## config.mk

```make
export PLATFORM = sky130hd
export DESIGN_NAME = pls_lane_pcs
export DESIGN_NICKNAME = d
export VERILOG_FILES = /design/src/pls_fifo.v /design/src/pls_lane_pcs.v
export VERILOG_INCLUDE_DIRS = /design/src
export SDC_FILE = /design/constraint.sdc
export NUM_CORES = 1
export LEC_CHECK = 0
export BUFFER_PORTS_ARGS = -buffer_cell sky130_fd_sc_hd__buf_2
export CAP_MARGIN = 20
export CORE_UTILIZATION = 45
export CTS_BUF_LIST = sky130_fd_sc_hd__clkbuf_8
export DETAILED_ROUTE_END_ITERATION = 8
export GPL_ROUTABILITY_DRIVEN = 0
export PLACE_DENSITY = 0.61
export SLEW_MARGIN = 20
export SYNTH_ARGS = -nofsm -noshare
export SYNTH_HDL_FRONTEND = slang
export SYNTH_SLANG_ARGS = --single-unit
```

## constraint.sdc

```tcl
create_clock -name clk -period 6.1 [get_ports clk]
set_input_delay 1.22 -clock clk [delete_from_list [all_inputs] [get_ports clk]]
set_output_delay 1.22 -clock clk [all_outputs]
set_load 0.005 [all_outputs]
```

## src/pls_regs.vh

```
/*
 Constants for the lane sync and deterministic latency PCS block.
 Assumes inclusion by bare name from the design files of this folder.
*/
`ifndef PLS_REGS_VH
`define PLS_REGS_VH
`define PLS_ACQ_COUNT     3'h4
`define PLS_ERR_LIMIT     3'h4
`define PLS_GOOD_RUN      2'h3
`define PLS_COMMA_POS     10'h283
`define PLS_COMMA_NEG     10'h17C
`define PLS_COMMA7_MASK   10'h3F8
`define PLS_RX_LAT_SER    4'h5
`define PLS_RX_LAT_NOSER  4'h8
`define PLS_TX_LAT_SER    4'h2
`define PLS_TX_LAT_NOSER  4'h4
`define PLS_FIFO_DEPTH    16
`define PLS_FIFO_AW       4
`endif

```

## src/pls_fifo.v

```verilog
/*
 Phase compensation FIFO, width and depth by parameter.
 Assumes one clock; registered mode bypasses storage with one register.
*/
`timescale 1ns/1ps
module pls_fifo #(
	parameter WIDTH = 20,
	parameter DEPTH = 16,
	parameter AW    = 4
)(
	// Clock and reset
	input  wire             clk,
	input  wire             reset_n,
	// Mode
	input  wire             reg_mode,
	// Fill side
	input  wire             in_valid,
	output wire             in_ready,
	input  wire [WIDTH-1:0] in_data,
	// Drain side
	output reg              out_valid,
	input  wire             out_ready,
	output reg  [WIDTH-1:0] out_data
);
	reg [WIDTH-1:0] mem [0:DEPTH-1];
	reg [AW:0]      wr_ptr_r;
	reg [AW:0]      rd_ptr_r;
	wire            empty;
	wire            full;
	wire            do_wr;
	wire            do_rd;
	assign empty = (wr_ptr_r == rd_ptr_r);
	assign full  = (wr_ptr_r[AW] != rd_ptr_r[AW]) && (wr_ptr_r[AW-1:0] == rd_ptr_r[AW-1:0]);
	assign in_ready = reg_mode ? (out_ready | ~out_valid) : ~full;
	assign do_wr = in_valid & in_ready & ~reg_mode;
	assign do_rd = ~empty & (out_ready | ~out_valid) & ~reg_mode;
	// Storage write
	always @(posedge clk)
	begin
		if (do_wr)
			mem[wr_ptr_r[AW-1:0]] <= in_data;
	end
	// Pointers and output register
	always @(posedge clk or negedge reset_n)
	begin
		if (!reset_n)
		begin
			wr_ptr_r  <= {(AW+1){1'b0}};
			rd_ptr_r  <= {(AW+1){1'b0}};
			out_valid <= 1'b0;
			out_data  <= {WIDTH{1'b0}};
		end
		else if (reg_mode)
		begin
			// Single stage, fixed latency, no variable depth
			wr_ptr_r <= {(AW+1){1'b0}};
			rd_ptr_r <= {(AW+1){1'b0}};
			if (out_ready | ~out_valid)
			begin
				out_valid <= in_valid;
				out_data  <= in_data;
			end
		end
		else
		begin
			if (do_wr)
				wr_ptr_r <= wr_ptr_r + 1'b1;
			if (do_rd)
			begin
				rd_ptr_r  <= rd_ptr_r + 1'b1;
				out_data  <= mem[rd_ptr_r[AW-1:0]];
				out_valid <= 1'b1;
			end
			else if (out_ready)
				out_valid <= 1'b0;
		end
	end
endmodule

```

## src/pls_lane_pcs.v

```verilog
/*
 Receive lane synchronisation and deterministic latency data paths.
 Assumes code groups arrive on clk already parallel, one per cycle
 with a valid strobe, and that sync inputs come from the same domain.
*/
`timescale 1ns/1ps
`include "pls_regs.vh"
module pls_lane_pcs (
	// Clock and reset
	input  wire        clk,
	input  wire        reset_n,
	// Mode controls
	input  wire        xaui_mode,
	input  wire        comma_len7,
	input  wire        byte_serializer,
	input  wire        codec_bypass,
	input  wire        tx_reg_mode,
	input  wire        chan_aligned_in,
	// Receive code groups from the deserialiser
	input  wire [9:0]  rx_code,
	input  wire        rx_code_valid,
	input  wire        rx_code_err,
	// Receive fabric side
	input  wire [19:0] rx_word_in,
	input  wire        rx_word_in_valid,
	output reg  [19:0] rx_data,
	output reg         rx_data_valid,
	input  wire        rx_data_ready,
	// Transmit fabric side
	input  wire [19:0] tx_data,
	input  wire        tx_data_valid,
	output reg         tx_data_ready,
	output reg  [19:0] tx_word,
	output reg         tx_word_valid,
	// Status
	output reg         lane_synced,
	output reg         chan_aligned,
	output reg  [3:0]  rx_latency,
	output reg  [3:0]  tx_latency,
	output reg  [4:0]  fabric_width
);
	localparam ST_LOSS = 3'b001;
	localparam ST_ACQ  = 3'b010;
	localparam ST_SYNC = 3'b100;

	reg  [2:0]  state_r;
	reg  [2:0]  state_nxt;
	reg  [2:0]  comma_cnt_r;
	reg  [2:0]  comma_cnt_nxt;
	reg  [2:0]  err_cnt_r;
	reg  [2:0]  err_cnt_nxt;
	reg  [1:0]  good_cnt_r;
	reg  [1:0]  good_cnt_nxt;
	reg  [19:0] rx_pipe_r [0:7];
	reg  [7:0]  rx_vpipe_r;
	reg  [59:0] tx_stage_r;
	reg  [2:0]  tx_stage_v_r;
	wire        comma;
	wire        fifo_in_ready;
	wire        fifo_out_valid;
	wire [19:0] fifo_out_data;
	wire [2:0]  rx_tap;
	wire        tx_fifo_v;
	wire [19:0] tx_fifo_d;
	integer     i;

	// Comma match on 7-bit or 10-bit pattern
	function is_comma;
		input [9:0] code;
		input       len7;
		reg   [9:0] m;
		begin
			m = len7 ? `PLS_COMMA7_MASK : 10'h3FF;
			is_comma = ((code & m) == (`PLS_COMMA_POS & m)) || ((code & m) == (`PLS_COMMA_NEG & m));
		end
	endfunction

	assign comma = is_comma(rx_code, comma_len7);

	//--------------------------------------------------------------
	// Lane synchronisation state machine
	//--------------------------------------------------------------
	// Next state: loss, acquire, synced with error accounting
	always @*
	begin
		state_nxt     = state_r;
		comma_cnt_nxt = comma_cnt_r;
		err_cnt_nxt   = err_cnt_r;
		good_cnt_nxt  = good_cnt_r;
		if (!xaui_mode)
		begin
			state_nxt     = ST_LOSS;
			comma_cnt_nxt = 3'h0;
			err_cnt_nxt   = 3'h0;
			good_cnt_nxt  = 2'h0;
		end
		else if (rx_code_valid)
		begin
			case (state_r)
				ST_LOSS:
				begin
					comma_cnt_nxt = 3'h0;
					if (comma && !rx_code_err)
					begin
						state_nxt     = ST_ACQ;
						comma_cnt_nxt = 3'h1;
					end
				end
				ST_ACQ:
				begin
					if (rx_code_err)
						state_nxt = ST_LOSS;
					else if (comma)
					begin
						if (comma_cnt_r + 3'h1 == `PLS_ACQ_COUNT)
						begin
							state_nxt    = ST_SYNC;
							err_cnt_nxt  = 3'h0;
							good_cnt_nxt = 2'h0;
						end
						else
							comma_cnt_nxt = comma_cnt_r + 3'h1;
					end
				end
				ST_SYNC:
				begin
					if (rx_code_err)
					begin
						good_cnt_nxt = 2'h0;
						if (err_cnt_r + 3'h1 == `PLS_ERR_LIMIT)
							state_nxt = ST_LOSS;
						else
							err_cnt_nxt = err_cnt_r + 3'h1;
					end
					else if (err_cnt_r != 3'h0)
					begin
						if (good_cnt_r == `PLS_GOOD_RUN)
						begin
							err_cnt_nxt  = err_cnt_r - 3'h1;
							good_cnt_nxt = 2'h0;
						end
						else
							good_cnt_nxt = good_cnt_r + 2'h1;
					end
				end
				default:
					state_nxt = ST_LOSS;
			endcase
		end
	end

	// State registers
	always @(posedge clk or negedge reset_n)
	begin
		if (!reset_n)
		begin
			state_r     <= ST_LOSS;
			comma_cnt_r <= 3'h0;
			err_cnt_r   <= 3'h0;
			good_cnt_r  <= 2'h0;
			lane_synced <= 1'b0;
		end
		else
		begin
			state_r     <= state_nxt;
			comma_cnt_r <= comma_cnt_nxt;
			err_cnt_r   <= err_cnt_nxt;
			good_cnt_r  <= good_cnt_nxt;
			lane_synced <= (state_nxt == ST_SYNC);
		end
	end

	//--------------------------------------------------------------
	// Receive path: fixed pipeline then registered compensation
	//--------------------------------------------------------------
	// Tap gives total 5 cycles serialised, 8 otherwise
	assign rx_tap = byte_serializer ? 3'h3 : 3'h6;

	// Fixed delay line ahead of the FIFO
	always @(posedge clk or negedge reset_n)
	begin
		if (!reset_n)
		begin
			rx_vpipe_r <= 8'h00;
			for (i = 0; i < 8; i = i + 1)
				rx_pipe_r[i] <= 20'h00000;
		end
		else
		begin
			rx_vpipe_r <= {rx_vpipe_r[6:0], rx_word_in_valid};
			rx_pipe_r[0] <= rx_word_in;
			for (i = 1; i < 8; i = i + 1)
				rx_pipe_r[i] <= rx_pipe_r[i-1];
		end
	end

	// Receive FIFO forced into registered mode
	pls_fifo #(
		.WIDTH (20),
		.DEPTH (`PLS_FIFO_DEPTH),
		.AW    (`PLS_FIFO_AW)
	) u_rx_fifo (
		.clk       (clk),
		.reset_n   (reset_n),
		.reg_mode  (1'b1),
		.in_valid  (rx_vpipe_r[rx_tap]),
		.in_ready  (),
		.in_data   (rx_pipe_r[rx_tap]),
		.out_valid (fifo_out_valid),
		.out_ready (rx_data_ready),
		.out_data  (fifo_out_data)
	);

	// Receive output register
	always @(posedge clk or negedge reset_n)
	begin
		if (!reset_n)
		begin
			rx_data       <= 20'h00000;
			rx_data_valid <= 1'b0;
		end
		else
		begin
			rx_data       <= fifo_out_data;
			rx_data_valid <= fifo_out_valid;
		end
	end

	//--------------------------------------------------------------
	// Transmit path: optional registered mode
	//--------------------------------------------------------------
	// Transmit FIFO with selectable registered mode
	pls_fifo #(
		.WIDTH (20),
		.DEPTH (`PLS_FIFO_DEPTH),
		.AW    (`PLS_FIFO_AW)
	) u_tx_fifo (
		.clk       (clk),
		.reset_n   (reset_n),
		.reg_mode  (tx_reg_mode),
		.in_valid  (tx_data_valid & tx_data_ready),
		.in_ready  (fifo_in_ready),
		.in_data   (tx_data),
		.out_valid (tx_fifo_v),
		.out_ready (1'b1),
		.out_data  (tx_fifo_d)
	);

	// Delay line: 3 cycles serialised, 4 without, FIFO mode one more
	always @(posedge clk or negedge reset_n)
	begin
		if (!reset_n)
		begin
			tx_stage_r    <= 60'h000000000000000;
			tx_stage_v_r  <= 3'h0;
			tx_word       <= 20'h00000;
			tx_word_valid <= 1'b0;
			tx_data_ready <= 1'b0;
		end
		else
		begin
			tx_data_ready <= fifo_in_ready;
			tx_stage_r    <= {tx_stage_r[39:0], tx_fifo_d};
			tx_stage_v_r  <= {tx_stage_v_r[1:0], tx_fifo_v};
			tx_word       <= byte_serializer ? tx_stage_r[39:20] : tx_stage_r[59:40];
			tx_word_valid <= byte_serializer ? tx_stage_v_r[1] : tx_stage_v_r[2];
		end
	end

	//--------------------------------------------------------------
	// Status outputs
	//--------------------------------------------------------------
	// Alignment, latency and fabric width reporting
	always @(posedge clk or negedge reset_n)
	begin
		if (!reset_n)
		begin
			chan_aligned <= 1'b0;
			rx_latency   <= 4'h0;
			tx_latency   <= 4'h0;
			fabric_width <= 5'h00;
		end
		else
		begin
			chan_aligned <= chan_aligned_in;
			rx_latency   <= byte_serializer ? `PLS_RX_LAT_SER : `PLS_RX_LAT_NOSER;
			tx_latency   <= byte_serializer ? `PLS_TX_LAT_SER : `PLS_TX_LAT_NOSER;
			// 16/8 with codec, 20/10 bypassed
			fabric_width <= byte_serializer ? (codec_bypass ? 5'h14 : 5'h10) : (codec_bypass ? 5'h0A : 5'h08);
		end
	end
endmodule

```

Word-level counts from Yosys, hierarchy flattened. Memories as Yosys holds them, arrays and structs flattened. Index checks and enable logic that the tools add are counted.

Bits in registers: 351. Memory bits (writable): 320. Input bits: 63. Output and inout bits: 58. Word-level logic and storage cells: 143. Memories: 1.

Add/subtract/negate cells: 6. Magnitude comparators: 2. Eq/ne operators: 22. Mux-type cells: 60. Bitwise gates (word level): 11. Reduce and logical (&&, ||, !) cells: 10.

Memory list: u_tx_fifo.mem (words 16, width 20, read ports 1, clocked after Yosys merged registers in 0, write ports 1, line pls_fifo.v:25) `reg [WIDTH-1:0] mem [0:DEPTH-1];`.

Operators with widths (count): 20-bit 2-to-1 mux (5); 3-bit 2-to-1 mux (26); 20-bit binary-select mux with 3-bit select (1); 5-bit 2-to-1 mux (5); 2-bit 2-to-1 mux (9); 3-bit == test (second input constant) (4); 3-bit != test (second input constant) (4); 4-bit != test (second input constant) (3); 3-bit case mux with 2 select lines (2); 5-bit by 1-bit adder with 5-bit output (second input constant) (2); 10-bit AND (1); 10-bit == test (1); 10-bit by 9-bit == test with 1-bit output (1); 3-bit case mux with 3 select lines (1); 1-bit 2-to-1 mux (8); 8-bit AND reduction (1); 3-bit by 1-bit adder with 3-bit output (second input constant) (2); 3-bit by 1-bit != test with 1-bit output (second input constant) (2); 6-bit AND reduction (1); 5-bit == test (1); 5-bit AND reduction (1); 1-bit AND (4); 4-bit == test (1); 4-bit >= comparator (second input constant) (1); other kinds (19) (24).

Logic depth before layout (Yosys ltp).
Word-level depth: 10. Depth in mapped cells: 7. Depth with buffers taken out: 7.

Cells and area by module. Synthesis repeated with hierarchy kept, for this count alone.

Cell total of the unflattened synthesis: 1948. Area, all modules: 35874.4 sq um.

By module, submodules not included: pls_fifo (u_rx_fifo) (times used 1, cells an instance 761, area each 13913.3 sq um, seq. area each 10385.0 sq um); pls_fifo (u_tx_fifo) (times used 1, cells an instance 761, area each 13912.1 sq um, seq. area each 10385.0 sq um); pls_lane_pcs (times used 1, cells an instance 426, area each 8049.0 sq um, seq. area each 6757.7 sq um).

Least setup slack after synthesis. Ideal clock, no wire load.

Path type: input-to-reg. From: input tx_reg_mode. To: memory u_tx_fifo.mem[12][0] (enable). Setup time: 0.448 ns. Arrival time: 3.702 ns. Required time: 5.652 ns. Setup slack: 1.951 ns. Cell stages on the path: 4. Path buffers: 1. Cells stage by stage: nor2_1 > a21o_1 > buf_1 > nor4_1.

Cells in the longest elaborated chain, start to end: 5. Elaborated cells on any way between the ends: 6. Classes of those cells: 3 x mux; 3 x bitwise.

Ends and longest elaborated chain: start, declared (line pls_lane_pcs.v:17) `input wire tx_reg_mode,`; 1-bit 2-to-1 mux (line pls_fifo.v:34) `assign in_ready = reg_mode ? (out_ready | ~out_valid) : ~full;`; 1-bit AND (line pls_fifo.v:35) `assign do_wr = in_valid & in_ready & ~reg_mode;`; 1-bit AND * (line pls_fifo.v:35); 1-bit 2-to-1 mux * (line pls_fifo.v:40) `if (do_wr)`; 1-bit 2-to-1 mux (implied by the code) * (line pls_fifo.v:41) `mem[wr_ptr_r[AW-1:0]] <= in_data;`; end, declared (line pls_fifo.v:25).

Every way passes the cells marked *; elsewhere a longest branch is shown, timed or not.

Worst setup path after layout.
From: register u_tx_fifo.rd_ptr_r[3]. To: memory u_tx_fifo.mem[5][7] (enable).

Cells in the longest elaborated chain, start to end: 8.

Ends and longest elaborated chain: start, declared (line pls_fifo.v:27) `reg [AW:0] rd_ptr_r;`; start signal, assigned (line pls_fifo.v:49) `rd_ptr_r <= {(AW+1){1'b0}};`; start signal, assigned (line pls_fifo.v:57) `rd_ptr_r <= {(AW+1){1'b0}};`; start signal, assigned (line pls_fifo.v:70) `rd_ptr_r <= rd_ptr_r + 1'b1;`; 4-bit == test (line pls_fifo.v:33) `assign full = (wr_ptr_r[AW] != rd_ptr_r[AW]) && (wr_ptr_r[AW-1:0] == rd_ptr_r[AW-1:0]);`; 1-bit logical AND (line pls_fifo.v:33); 1-bit inverter (line pls_fifo.v:34); 1-bit 2-to-1 mux (line pls_fifo.v:34); 1-bit AND (2 in series) (line pls_fifo.v:35); 1-bit 2-to-1 mux (line pls_fifo.v:40); 1-bit 2-to-1 mux (implied by the code) (line pls_fifo.v:41).

No other way between the ends.

==> reports/metrics.csv <==
stage,metric,value,unit
place,dpl hpwl,24.31,mm
flow_run,MaxCap Viol Count,0,
synthesis,top cell type's share of synthesized area,42.92,%
drt,routed len/inst,19.52,µm
layout,Area Growth Syn to Fin,15.07,%
sta,Peak Freq,0.2732,GHz
worst_setup_path,worst-path cell chain,xnor2_1 > and4_1 > a21o_1 > nor4b_1 > and2_1,
grt,largest net degree at the start of global routing,127,
worst_setup_path,Critical path buffers and inverters,0,
outcome,status,"finished, final reports clean",
power_and_ir_drop,Seq pwr share,51.5,%
sta,Final Max Slew Viols,0,
drt,DR pass1 iterations,4,
synthesis,asr flop ratio synth,50.16,%
floorplan,DIE HEIGHT,225.0,µm
synthesis,Yosys warning total,0,
sta,post-route clock skew,0.02598,ns
drt,DR vias,10480,
power_and_ir_drop,Gate power share,13.8,%
worst_setup_path,CP max stage delay,1.04,ns
power_and_ir_drop,NetSw,2529,µW
worst_setup_path,slowest CP cell,dfrtp_1,
worst_setup_path,CP top delay family,simple AND/OR/NAND/NOR gates,
grt,initial antenna violation count,3,
worst_hold_path,Hold/Removal Path Class,flip-flop to flip-flop,
power_and_ir_drop,Int Pwr,7549,µW
sta,Hold WS,0.3372,ns
power_and_ir_drop,Sw Ratio,25.10,%
sta,Worst-Margin Slew,1.081,ns
drt,Routed Antenna Nets,0,
floorplan,Core Area,0.04905,mm²
clock_tree,post_cts resized,0,
floorplan,num rows,81,
clock_tree,CTS tree,built,
floorplan,num ports,121,
layout,final antenna diode count,0,
worst_setup_path,CP Capture Type,flip-flop,
place,placed cells,1879,
drt,drt drc,0,
drt,DR vias/cell,5.085,
synthesis,ys flop type,dfrtp_1,
layout,Finished Layout Cells,2061,
floorplan,die area,0.05064,mm²
clock_tree,Worst-path clk slew,0.07,ns
layout,Nets,1392,
synthesis,Syn Std Cell Area,0.02239,mm²
layout,layout cells sized above 1,29.56,%
worst_setup_path,critical path class,flip-flop to flip-flop,
synthesis,Synth area leaders,"edfxtp_1, dfrtp_1, mux4_2",
synthesis,post-synthesis sequential area ratio,78.92,%
clock_tree,CTS Buf Count,99,
sta,Final period util,60.00,%
clock_tree,CTS H-tree lvls,3,
place,PortBufs,116,
grt,vias in the first global route,10920,
worst_setup_path,WP data required,6.37,ns
drt,Iter 0 DRT Violations,715,
sta,Setup TNS,0,ns
grt,grt total ovfl,0,
power_and_ir_drop,Clk pwr share,34.7,%
clock_tree,# hold bufs at CTS,0,
synthesis,Yosys top cell by area,edfxtp_1,
grt,GRT Util Overall,16.63,%
worst_setup_path,Worst Path Max Fanout,23,
sta,RSZ-0062 raised after global routing,no,
grt,first-pass GRT wire length,63.46,mm
synthesis,Post-Synthesis Cells,1138,
floorplan,initial core utilization,45.64,%
clock_tree,root buf cell,clkbuf_8,
clock_tree,clk sink count,642,
sta,final hold violation count,0,
floorplan,Die X-Extent,225.0,µm
synthesis,"Distinct cells, synth",55,
worst_setup_path,CP arrival,3.93,ns
synthesis,Post-synth EDFFs,320,
worst_setup_path,FF-to-FF setup slack,2.44,ns
sta,"Setup violations, final",0,
clock_tree,Post-CTS Setup Inserts,0,
synthesis,syn_area_per_cell,19.67,µm²
layout,Fillers,3971,
sta,Slew headroom,27.93,%
drt,Total Wirelength,40.23,mm
clock_tree,clock latency on the worst-skew pair,0.67,ns
sta,Final min period,3.660,ns
synthesis,"FF+latch count, synth",642,
power_and_ir_drop,pwr dens,391.2,mW/mm²
worst_setup_path,Startpoint Class,flip-flop,
power_and_ir_drop,VDD IR-drop max,0.0001529,V
power_and_ir_drop,Leak,0.009784,µW
clock_tree,CTS max path bufs,3,
-- logic make-up after synthesis --
family / after synthesis / share of synthesized area (%)
simple gates: 151 / 3.516
xor+xnor: 14 / 0.5477
fa+ha+maj: 12 / 0.6707
buf+inv: 70 / 1.380
compound gates: 102 / 2.694
flops: 642 / 78.92
mux: 146 / 12.25
other cells: 1 / 0.01675
-- sequential cells by signal, indices dropped and copies added, names as in the netlist, 2 cells and up --
name / cells
rx_data: 20
u_rx_fifo.out_data: 20
tx_word: 20
fabric_width: 3
u_tx_fifo.out_data: 20
u_tx_fifo.mem: 320
tx_stage_v_r: 3
err_cnt_r: 3
u_tx_fifo.wr_ptr_r: 5
u_tx_fifo.rd_ptr_r: 5
rx_pipe_r: 140
rx_vpipe_r: 7
tx_stage_r: 60
comma_cnt_r: 3
good_cnt_r: 2
state_r: 3
-- power by group through the flow --
stage / logic (µW) / clock network, µW / registers [µW]
after global placement: 1400 / 0 / 5270
after global routing: 1510 / 3800 / 5250
final: 1390 / 3500 / 5190
after floorplan: 981 / 0 / 5140
after detailed placement: 1410 / 0 / 5290
after CTS: 1410 / 3610 / 5210
-- cell usage in the layout, fill, tap and decap left out, types with 5 or more instances in the layout --
| cell type | synthesis | final |
|---|---|---|
| mux4_2 | 100 | 100 |
| nand3_1 | 5 | 5 |
| a21oi_1 | 51 | 51 |
| clkinv_2 | 0 | 15 |
| ha_1 | 12 | 12 |
| mux2i_1 | 22 | 22 |
| inv_1 | 14 | 45 |
| bufinv_16 | 0 | 5 |
| clkinv_1 | 0 | 12 |
| o21ai_0 | 25 | 25 |
| and2_1 | 10 | 9 |
| xnor2_1 | 8 | 8 |
| buf_2 | 10 | 115 |
| nor2b_1 | 24 | 23 |
| nand2_1 | 57 | 57 |
| clkbuf_8 | 0 | 113 |
| xor2_1 | 6 | 6 |
| buf_4 | 9 | 11 |
| dfrtp_1 | 321 | 319 |
| mux2_2 | 24 | 24 |
| edfxtp_1 | 320 | 320 |
| nor2_1 | 19 | 15 |
-- per-stage QoR --
stage / setup slack, ns / total power (µW) / utilization, % / area (µm²)
global route: 2.149 / 10560 / 52.52 / 25760
CTS: 2.227 / 10230 / 52.45 / 25730
finish: 2.440 / 10080 / 52.52 / 25760
detailed placement: 2.238 / 6698 / 48.40 / 23740
global placement: 2.250 / 6671 / 48.38 / 23730
floorplan: 1.951 / 6126 / - / 22400
-- Yosys cell counts (5+ instances only) --
cell / n
a21oi_1: 51
and2_1: 10
buf_1: 6
buf_2: 10
buf_4: 9
clkbuf_1: 31
dfrtp_1: 321
edfxtp_1: 320
ha_1: 12
inv_1: 14
mux2_2: 24
mux2i_1: 22
mux4_2: 100
nand2_1: 57
nand3_1: 5
nor2_1: 19
nor2b_1: 24
nor4_1: 7
o21ai_0: 25
xnor2_1: 8
xor2_1: 6
-- routing by layer --
layer | part of all wire [%] | up-vias | track usage (%)
met5 | 0.099 | - | 0
met4 | 2.4 | 6 | 5.530
met3 | 5.7 | 90 | 4.146
met2 | 45 | 268 | 24.38
met1 | 46 | 5461 | 24.41
li1 | - | 4656 | -
-- worst reg2reg max path, cell delays in order (launching register included) --
cell,delay [ns]
dfrtp_1,1.04
xnor2_1,0.19
and4_1,0.23
a21o_1,0.35
nor4b_1,0.54
and2_1,0.90
-- final timing paths --
kind | start | to | cells after the start
setup reg to reg | u_tx_fifo.rd_ptr_r[3]$_DFFE_PN0P_ | u_tx_fifo.mem[5][7]$_DFFE_PP_ | 5
min in group asynchronous | reset_n | state_r[2]$_DFF_PN0_ | 1
hold / removal | rx_pipe_r[155]$_DFF_PN0_ | rx_pipe_r[135]$_DFF_PN0_ | 0
hold reg to reg | rx_pipe_r[155]$_DFF_PN0_ | rx_pipe_r[135]$_DFF_PN0_ | 0
max in group asynchronous | reset_n | u_tx_fifo.rd_ptr_r[0]$_DFFE_PN0P_ | 2
setup / recovery | u_tx_fifo.rd_ptr_r[3]$_DFFE_PN0P_ | u_tx_fifo.mem[5][7]$_DFFE_PP_ | 5
-- layout make-up --
class,count,area (µm²),share of cell area (%)
Inverter,14,52.55,0.2040
Clock inverter,68,432.9,1.681
Timing Repair Buffer,131,739.5,2.870
Tap cell,664,830.8,3.225
Multi-Input combinational cell,429,4474,17.37
Sequential cell,642,17680,68.61
Clock buffer,113,1555,6.037
Note: power is estimated with default switching activity, not from simulation.
